<file path="src/common/adr_pkg.sv">
// shared constants for the biphase-mark state recovery unit
package adr_pkg;
  // ---------------------------------------------------------------
  // widths and timing
  // ---------------------------------------------------------------
  localparam int unsigned CNT_W        = 8;
  localparam int unsigned FIFO_DEPTH   = 8;
  localparam int unsigned FIFO_W       = 1;
  localparam int unsigned REF_CLK_HZ   = 20_000_000;
  localparam int unsigned REF_CLK_NS   = 50;
  // minimum-width tracker: forget the held minimum after one more than this many states
  localparam logic [7:0]  MIN_AGE_MAX  = 8'hFF;
  localparam logic [CNT_W-1:0] CNT_MAX = 8'hFF;
  localparam logic [CNT_W-1:0] CNT_ONE = 8'h01;
  localparam logic [CNT_W-1:0] MIN_RST = 8'hFF;
  localparam logic [7:0]  AGE_RST      = 8'h00;
endpackage : adr_pkg

</file>
<file path="src/common/adr_stream_if.sv">
// valid/ready stream carrying recovered states between modules
interface adr_stream_if #(parameter int unsigned W = 1);
  logic         valid;
  logic         ready;
  logic [W-1:0] data;
  modport src  (output valid, output data, input ready);
  modport sink (input valid, input data, output ready);
endinterface : adr_stream_if

</file>
<file path="src/logic/adr_fifo.sv">
// small synchronous fifo with valid/ready on both sides
module adr_fifo #(
  parameter int unsigned W     = 1,
  parameter int unsigned DEPTH = 8
) (
  // clock and reset
  input  wire logic       ref_clk_i,
  input  wire logic       resetn_i,
  // ports
  adr_stream_if.sink      wr,
  adr_stream_if.src       rd
);
  import adr_pkg::*;
  localparam int unsigned AW = $clog2(DEPTH);

  logic [W-1:0]  mem [DEPTH];
  logic [AW-1:0] wp_r, wp_nxt, rp_r, rp_nxt;
  logic [AW:0]   cnt_r, cnt_nxt;
  logic          push, pop;

  assign wr.ready = (cnt_r != (AW+1)'(DEPTH));
  assign rd.valid = (cnt_r != '0);
  assign rd.data  = mem[rp_r];
  assign push     = wr.valid && wr.ready;
  assign pop      = rd.valid && rd.ready;

  always_comb begin
    wp_nxt  = push ? AW'(wp_r + 1'b1) : wp_r;
    rp_nxt  = pop  ? AW'(rp_r + 1'b1) : rp_r;
    cnt_nxt = cnt_r;
    if (push && !pop) begin
      cnt_nxt = (AW+1)'(cnt_r + 1'b1);
    end else if (pop && !push) begin
      cnt_nxt = (AW+1)'(cnt_r - 1'b1);
    end
  end

  always_ff @(posedge ref_clk_i or negedge resetn_i) begin
    if (!resetn_i) begin
      wp_r  <= '0;
      rp_r  <= '0;
      cnt_r <= '0;
    end else begin
      wp_r  <= wp_nxt;
      rp_r  <= rp_nxt;
      cnt_r <= cnt_nxt;
    end
  end

  // storage carries no reset: only entries counted by cnt_r are read
  always_ff @(posedge ref_clk_i) begin
    if (push) begin
      mem[wp_r] <= wr.data;
    end
  end

  AST_FIFO_NO_OVER : assert property (@(posedge ref_clk_i) disable iff (!resetn_i)
    cnt_r <= (AW+1)'(DEPTH)) else $error("fifo count above depth");
endmodule : adr_fifo

</file>
<file path="src/logic/adr_recovery.sv">
// oversampling biphase-mark state recovery unit (top)
// Contract
// - the unit counts local clock cycles in the narrowest state seen on the serial input.
// - it samples each state near its middle using half the measured narrowest width.
// - the narrowest width is measured without end, so it follows sample rate changes.
// - each valid strobe carries exactly one recovered biphase-mark state, not a decoded bit.
// - the strobe rate follows the audio rate, 128 per audio sample, at most one every two cycles of the 20 MHz clock.
// - recovery is purely digital oversampling, needing no external phase-locked loop.
// - the full receiver chains this unit, a framer, a formatter, output registers and demux.
// - recovered states and their strobes go on to the framer, which finds the preambles.
// - reset acts asynchronously and returns all recovery registers to their reset values (widths to all ones); fifo storage is not reset.
module adr_recovery
  import adr_pkg::*;
#(
  parameter int unsigned CW    = adr_pkg::CNT_W,
  parameter int unsigned DEPTH = adr_pkg::FIFO_DEPTH
) (
  // clock and reset
  input  wire logic ref_clk_i,
  input  wire logic resetn_i,
  // serial input
  input  wire logic serial_i,
  // recovered state stream toward the framer
  input  wire logic framer_ready_i,
  output logic      state_o,
  output logic      data_valid_o,
  output logic      in_ready_o,
  // measurement status
  output logic [CW-1:0] min_width_o
);
  import adr_pkg::*;

  typedef enum logic [0:0] {ADR_IDLE, ADR_RUN} adr_state_t;

  // ---------------------------------------------------------------
  // input edge detection and width measurement
  // ---------------------------------------------------------------
  logic          din_r, din_nxt;
  logic [CW-1:0] run_r, run_nxt;      // cycles since last transition
  logic [CW-1:0] min_r, min_nxt;      // narrowest state seen
  logic [CW-1:0] cand_r, cand_nxt;    // narrowest state within the current window
  logic [7:0]    age_r, age_nxt;      // states since min last refreshed
  logic [CW-1:0] pos_r, pos_nxt;      // position within current state slot
  adr_state_t    st_r, st_nxt;
  logic          edge_det, take;
  logic [CW-1:0] half;

  adr_stream_if #(.W(FIFO_W)) fin ();
  adr_stream_if #(.W(FIFO_W)) fout ();

  assign edge_det = (serial_i != din_r);
  assign half     = CW'(min_r >> 1);

  always_comb begin
    din_nxt = serial_i;
    run_nxt = edge_det ? CNT_ONE : ((run_r == CNT_MAX) ? run_r : CW'(run_r + 1'b1));
    min_nxt  = min_r;
    cand_nxt = cand_r;
    age_nxt  = age_r;
    st_nxt   = st_r;
    pos_nxt  = CW'(pos_r + 1'b1);
    take     = 1'b0;
    // a narrower state wins at once; otherwise the window minimum replaces the held one,
    // so a slower rate is followed without a lone long state inflating the width
    if (edge_det) begin
      if (run_r < min_r) begin
        min_nxt  = run_r;
        age_nxt  = AGE_RST;
        cand_nxt = CNT_MAX;
      end else if (age_r == MIN_AGE_MAX) begin
        min_nxt  = (run_r < cand_r) ? run_r : cand_r;
        age_nxt  = AGE_RST;
        cand_nxt = CNT_MAX;
      end else begin
        age_nxt  = 8'(age_r + 1'b1);
        cand_nxt = (run_r < cand_r) ? run_r : cand_r;
      end
    end
    case (st_r)
      ADR_IDLE: begin
        pos_nxt = '0;
        if (edge_det) begin
          st_nxt  = ADR_RUN;
          pos_nxt = CNT_ONE;
        end
      end
      ADR_RUN: begin
        // resync the slot on every edge; long states yield one take per min width
        if (edge_det) begin
          pos_nxt = CNT_ONE;
        end else if (pos_r == half) begin
          take = 1'b1;
        end else if (pos_r >= CW'(min_r - 1'b1)) begin
          pos_nxt = '0;
        end
      end
      default: begin
        st_nxt  = ADR_IDLE;
        pos_nxt = '0;
      end
    endcase
  end

  always_ff @(posedge ref_clk_i or negedge resetn_i) begin
    if (!resetn_i) begin
      din_r  <= 1'b0;
      // saturated width: an edge right after reset is not taken as a narrow state
      run_r  <= CNT_MAX;
      min_r  <= MIN_RST;
      cand_r <= MIN_RST;
      age_r  <= AGE_RST;
      pos_r <= '0;
      st_r  <= ADR_IDLE;
    end else begin
      din_r <= din_nxt;
      run_r <= run_nxt;
      min_r  <= min_nxt;
      cand_r <= cand_nxt;
      age_r  <= age_nxt;
      pos_r <= pos_nxt;
      st_r  <= st_nxt;
    end
  end

  // ---------------------------------------------------------------
  // buffer and output stage toward the framer
  // ---------------------------------------------------------------
  // a take while the fifo is full is dropped; in_ready_o shows the stall
  assign fin.valid = take;
  assign fin.data  = serial_i;

  adr_fifo #(.W(FIFO_W), .DEPTH(DEPTH)) u_fifo (
    .ref_clk_i (ref_clk_i),
    .resetn_i  (resetn_i),
    .wr        (fin),
    .rd        (fout)
  );

  logic          vld_r, vld_nxt, dat_r, dat_nxt, rdy_r;
  logic [CW-1:0] mw_r;

  // output register holds one entry; strobe is one cycle per state
  assign fout.ready = framer_ready_i && !vld_r;

  always_comb begin
    vld_nxt = fout.valid && fout.ready;
    dat_nxt = vld_nxt ? fout.data[0] : dat_r;
  end

  always_ff @(posedge ref_clk_i or negedge resetn_i) begin
    if (!resetn_i) begin
      vld_r <= 1'b0;
      dat_r <= 1'b0;
      rdy_r <= 1'b1;
      mw_r  <= MIN_RST;
    end else begin
      vld_r <= vld_nxt;
      dat_r <= dat_nxt;
      rdy_r <= fin.ready;
      mw_r  <= min_r;
    end
  end

  assign data_valid_o = vld_r;
  assign state_o      = dat_r;
  assign in_ready_o   = rdy_r;
  assign min_width_o  = mw_r;

  // ---------------------------------------------------------------
  // checks
  // ---------------------------------------------------------------
  AST_STROBE_ONE : assert property (@(posedge ref_clk_i) disable iff (!resetn_i)
    data_valid_o |=> !data_valid_o) else $error("valid strobe longer than one cycle");
  AST_MIN_SHRINK : assert property (@(posedge ref_clk_i) disable iff (!resetn_i)
    (edge_det && run_r < min_r) |=> min_r == $past(run_r)) else $error("min not updated");
  AST_MIN_TRACK : assert property (@(posedge ref_clk_i) disable iff (!resetn_i)
    (edge_det && age_r == MIN_AGE_MAX) |=> age_r == AGE_RST) else $error("min not relaxed");
  AST_MID_SAMPLE : assert property (@(posedge ref_clk_i) disable iff (!resetn_i)
    take |-> (pos_r == half && !edge_det && st_r == ADR_RUN)) else $error("take off centre");
  AST_ONE_VALUE : assert property (@(posedge ref_clk_i) disable iff (!resetn_i)
    (fout.valid && fout.ready) |=> (data_valid_o && state_o == $past(fout.data[0])))
    else $error("strobe value mismatch");
  AST_TO_FRAMER : assert property (@(posedge ref_clk_i) disable iff (!resetn_i)
    !framer_ready_i |=> !data_valid_o) else $error("strobe while framer stalled");
  AST_EDGE_RESYNC : assert property (@(posedge ref_clk_i) disable iff (!resetn_i)
    (edge_det && st_r == ADR_RUN) |=> pos_r == CNT_ONE) else $error("slot not resynced");
  AST_RUN_AFTER_EDGE : assert property (@(posedge ref_clk_i) disable iff (!resetn_i)
    edge_det |=> run_r == CNT_ONE) else $error("width counter not restarted");

  COV_STROBE : cover property (@(posedge ref_clk_i) data_valid_o);
  COV_NEW_MIN : cover property (@(posedge ref_clk_i) edge_det && run_r < min_r);
  COV_FULL : cover property (@(posedge ref_clk_i) !fin.ready);
endmodule : adr_recovery

</file>
<file path="config.mk">
export PLATFORM = sky130hd
export DESIGN_NAME = adr_recovery
export DESIGN_NICKNAME = d
export VERILOG_FILES = /design/src/common/adr_pkg.sv /design/src/common/adr_stream_if.sv /design/src/logic/adr_fifo.sv /design/src/logic/adr_recovery.sv
export SDC_FILE = /design/constraint.sdc
export NUM_CORES = 1
export LEC_CHECK = 0
export BUFFER_PORTS_ARGS = -buffer_cell sky130_fd_sc_hd__buf_2
export CORE_ASPECT_RATIO = 0.75
export CORE_MARGIN = 2
export CORE_UTILIZATION = 30
export CTS_BUF_LIST = sky130_fd_sc_hd__clkbuf_16
export DETAILED_ROUTE_END_ITERATION = 12
export GPL_ROUTABILITY_DRIVEN = 0
export PLACE_DENSITY_LB_ADDON = 0.12
export SLEW_MARGIN = 15
export SYNTH_ARGS = -nofsm -noshare
export SYNTH_HDL_FRONTEND = slang
export SYNTH_SLANG_ARGS = --single-unit
export TNS_END_PERCENT = 50
</file>
<file path="constraint.sdc">
create_clock -name ref_clk_i -period 3.5 [get_ports ref_clk_i]
set_clock_uncertainty 0.15 [all_clocks]
set_input_delay 0 -clock ref_clk_i [delete_from_list [all_inputs] [get_ports ref_clk_i]]
set_output_delay 0 -clock ref_clk_i [all_outputs]
set_load 0.05 [all_outputs]
</file>
==> results_tabular.tex <==
\begin{tabular}{lr}
\hline
Metric & Value \\
\hline
\multicolumn{2}{l}{\textbf{Outcome}} \\
Status & completed \\
\multicolumn{2}{l}{\textbf{Critical path}} \\
Depth of the worst register-to-register path & 11 \\
Startpoint Class & flop \\
Category of the critical setup timing path & flop to flop \\
Reg2Reg Capture Point & u\_fifo.cnt\_r[3] \\
Worst-path fanout max & 7 \\
Critical register-to-register path startpoint & min\_r[3] \\
Slack of the worst reg-to-reg path & 0.61 ns \\
Required time worst endpoint & 3.57 ns \\
Data arrival time of the critical path & 2.96 ns \\
Kind of end point of the critical path & flop \\
\multicolumn{2}{l}{\textbf{Place}} \\
Buffers added on ports & 14 \\
Post-DP HPWL & 6460 microns \\
Pre-CTS WS & 0.611 ns \\
\multicolumn{2}{l}{\textbf{Yosys}} \\
Share of the synthesized netlist area taken by xor and xnor gates & 7.30\% \\
Library cells used by synthesis & 55 \\
Most frequently used cell type in the post-synthesis netlist & sky130\_fd\_sc\_hd\_\_dfstp\_2 \\
Sequential share of the synthesized area & 45.6\% \\
Leading post-synthesis cells by instance count & sky130\_fd\_sc\_hd\_\_dfstp\_2 (33), sky130\_fd\_sc\_hd\_\_ha\_1 (31), sky130\_fd\_sc\_hd\_\_dfrtp\_1 (30) \\
Compound-gate portion of the synthesized area & 16.6\% \\
Number of instances in the synthesized netlist & 374 \\
Prevailing post-synth register cell & sky130\_fd\_sc\_hd\_\_dfstp\_2 \\
Dominant combinational cell family by area after synthesis & compound AO/OA/AOI/OAI gates \\
Area share of fa/ha/maj cells after synthesis & 10.0\% \\
Syn nets & 410 \\
Share of async-settable or async-resettable flops after synthesis & 88.7\% \\
Proportion of synthesized area in mux cells & 4.66\% \\
Count of flip-flops with a built-in enable after synthesis & 8 \\
Mapped Avg Cell Area & 10.9 sq um \\
Simple logic cell fraction of the synthesized area & 12.0\% \\
Leading cell types by total area after synthesis & sky130\_fd\_sc\_hd\_\_dfstp\_2 (21\%), sky130\_fd\_sc\_hd\_\_dfrtp\_1 (18\%), sky130\_fd\_sc\_hd\_\_ha\_1 (9.5\%) \\
Largest area contributor in the netlist & sky130\_fd\_sc\_hd\_\_dfstp\_2 \\
Yosys reg bits & 71 \\
Yosys warning count & 0 \\
Cell area after synthesis & 4080 sq um \\
Synth top area share & 21.3\% \\
\multicolumn{2}{l}{\textbf{Routing}} \\
Number of search-and-repair iterations in the first detailed-routing pass & 4 \\
Count of nets left with antenna violations after detail routing & 0 \\
Number of DRC violations after detailed routing & 0 \\
DRC violation total after the first TritonRoute iteration & 161 \\
Final WL & 9290 microns \\
Overall via count from detail\_route & 2864 \\
Via/cell ratio & 5.05 \\
Mean routed wirelength per cell & 16.4 microns \\
\multicolumn{2}{l}{\textbf{Global route}} \\
Number of global-route vias before repair & 2958 \\
Maximum number of pins on one net before global-route repair & 64 \\
Initial antenna violation count & 0 \\
Wire length of the first global-routing pass & 15800 microns \\
Total overflow reported by the global router & 0 \\
GRT Util Overall & 13.8\% \\
\multicolumn{2}{l}{\textbf{CTS}} \\
CTS Buffer Depth & 2 \\
Number of buffers added by the clock tree synthesis step & 9 \\
\# H-tree levels & 3 \\
Setup Fix Bufs, Post-CTS & 0 \\
Clock transition time at the flip-flop clock pins of the worst setup and hold paths & 0.06 ns \\
Clock sink count & 71 \\
Clock network latency to the later pin of the worst-skew pair & 0.33 ns \\
CTS tree & yes \\
Clock Root Buffer & sky130\_fd\_sc\_hd\_\_clkbuf\_16 \\
\multicolumn{2}{l}{\textbf{Power}} \\
Worst IR drop on VDD & 0.000375 V \\
PD cells & 710 nW/um\^{}2 \\
Leak & 1.96 nW \\
\multicolumn{2}{l}{\textbf{Layout}} \\
Fillers & 1326 \\
Antenna cells & 0 \\
Final net count & 427 \\
Fraction of final layout cells sized beyond drive strength 1 & 21.0\% \\
Area growth syn-to-layout & 14.7\% \\
Core utilization of the finished layout & 35.6\% \\
\multicolumn{2}{l}{\textbf{STA}} \\
Setup repair after global routing missed its margin & no \\
Post-layout worst setup margin & 0.606 ns \\
Max Clock Freq & 346 MHz \\
Minimum period implied by the final worst setup slack & 2.89 ns \\
Final setup violation count & 0 \\
Max-Slew Margin vs Limit & 45.1\% \\
Final Hold Vio Count & 0 \\
Final count of pins violating max slew & 0 \\
Sum Neg Setup Slack & 0 ns \\
Transition time of the tightest slew-check pin & 0.824 ns \\
Portion of the clock cycle consumed by the worst path in the final layout & 82.7\% \\
\multicolumn{2}{l}{\textbf{Floorplanning}} \\
Number of core rows & 36 \\
Top-level port count & 15 \\
Total Die Area & 14600 sq um \\
Width of the die & 139 microns \\
Chip Height & 105 microns \\
Starting density of the core & 31.0\% \\
Core footprint & 13200 sq um \\
\multicolumn{2}{l}{\textbf{Worst hold path}} \\
Classification of the worst-slack hold path & input port to async pin \\
\multicolumn{2}{l}{\textbf{Run}} \\
Maximum capacitance violations & 0 \\
\hline
\end{tabular}
[worst max path at each step]
| stage | start | endpoint | slack, ns | cells after the start |
|---|---|---|---|---|
| floorplan | min_r[2] | u_fifo.cnt_r[3] | 0.54 | 12 |
| global placement | u_fifo.cnt_r[0] | u_fifo.cnt_r[3] | 0.68 | 11 |
| detailed placement | min_r[3] | u_fifo.cnt_r[3] | 0.61 | 11 |
| CTS | min_r[3] | u_fifo.cnt_r[3] | 0.59 | 11 |
| global route | min_r[2] | u_fifo.cnt_r[3] | 0.38 | 11 |
| finish | min_r[3] | u_fifo.cnt_r[3] | 0.61 | 11 |
[metrics by stage]
step / power (mW) / instance area, sq um / hold slack (ns) / std cells
3_5_place_dp: 2.40 / 4340 / 0.0979 / 548
3_3_place_gp: 2.39 / 4340 / 0.0995 / 548
4_1_cts: 3.38 / 4680 / 0.262 / 567
2_1_floorplan: 2.12 / 4080 / -0.446 / 374
5_1_grt: 3.56 / 4680 / 0.271 / 567
6_report: 3.32 / 4680 / 0.243 / 567
[critical path, stage by stage (launching register included)]
cell	delay, ns
sky130_fd_sc_hd__dfstp_2	0.61
sky130_fd_sc_hd__xnor2_1	0.13
sky130_fd_sc_hd__nand4_1	0.21
sky130_fd_sc_hd__nor4_4	0.37
sky130_fd_sc_hd__ha_1	0.24
sky130_fd_sc_hd__inv_1	0.10
sky130_fd_sc_hd__ha_1	0.28
sky130_fd_sc_hd__a21o_1	0.18
sky130_fd_sc_hd__a21oi_1	0.16
sky130_fd_sc_hd__xnor2_1	0.13
sky130_fd_sc_hd__nor2_1	0.06
sky130_fd_sc_hd__xor2_1	0.14
[cells in the final DEF, fill, tap and decap left out, types with 8 or more instances in the layout]
cell	n
sky130_fd_sc_hd__dfstp_2	33
sky130_fd_sc_hd__ha_1	31
sky130_fd_sc_hd__dfrtp_1	30
sky130_fd_sc_hd__a21oi_1	29
sky130_fd_sc_hd__xnor2_1	24
sky130_fd_sc_hd__inv_1	21
sky130_fd_sc_hd__nand2_1	15
sky130_fd_sc_hd__buf_2	14
sky130_fd_sc_hd__nor2_1	13
sky130_fd_sc_hd__nand3_1	10
sky130_fd_sc_hd__o21ai_0	10
sky130_fd_sc_hd__a211oi_1	10
sky130_fd_sc_hd__mux2i_1	10
sky130_fd_sc_hd__xor2_1	9
sky130_fd_sc_hd__clkbuf_16	9
sky130_fd_sc_hd__nor3_1	8
sky130_fd_sc_hd__and3_1	8
sky130_fd_sc_hd__a32oi_1	8
sky130_fd_sc_hd__o221ai_1	8
sky130_fd_sc_hd__edfxtp_1	8
[power breakdown]
part / switching [mW] / internal (mW) / total (mW)
registers: 0.241 / 1.08 / 1.32
logic: 0.635 / 0.433 / 1.07
clock network: 0.375 / 0.560 / 0.935
[layer usage]
metal | routed length [microns] | up-vias | share of wire [%] | GRT usage [%]
li1 | - | 1423 | - | -
met1 | 5030 | 1400 | 54 | 20.3
met2 | 3840 | 39 | 41 | 19.1
met3 | 381 | 2 | 4.1 | 3.94
met4 | 40 | 0 | 0.43 | 4.62
met5 | 0 | - | 0 | 0
[registers in the layout, indices dropped and copies added (netlist names)]
signal	count
u_fifo.wp_r	3
age_r	8
u_fifo.mem	8
in_ready_o	1
run_r	8
data_valid_o	1
din_r	1
u_fifo.cnt_r	4
pos_r	8
st_r	1
min_width_o	8
min_r	8
u_fifo.rp_r	3
state_o	1
cand_r	8
[area by class of cell]
cell class,count,area [sq um],share of cell area [%]
well taps,171,214,4.57
multi-input cells,264,2070,44.2
flip-flops and latches,71,1860,39.7
inverters,21,78.8,1.69
clock buffers,9,225,4.82
clock inverters,7,78.8,1.69
repair buffers,24,153,3.26
[kinds of logic after synthesis]
logic type | Yosys count
AO/OA/AOI/OAI | 98
XOR/XNOR | 34
adder cells (fa/ha/maj) | 32
buffers and inverters | 39
flip-flops | 71
multiplexers | 16
AND/OR/NAND/NOR | 84
[timing repair]
action                                 in CTS  in global routing
endpoints found under the hold margin      43                  0
hold buffers                                3                  0
resized for setup                           0                  0
(Power assumes the default switching activity.)
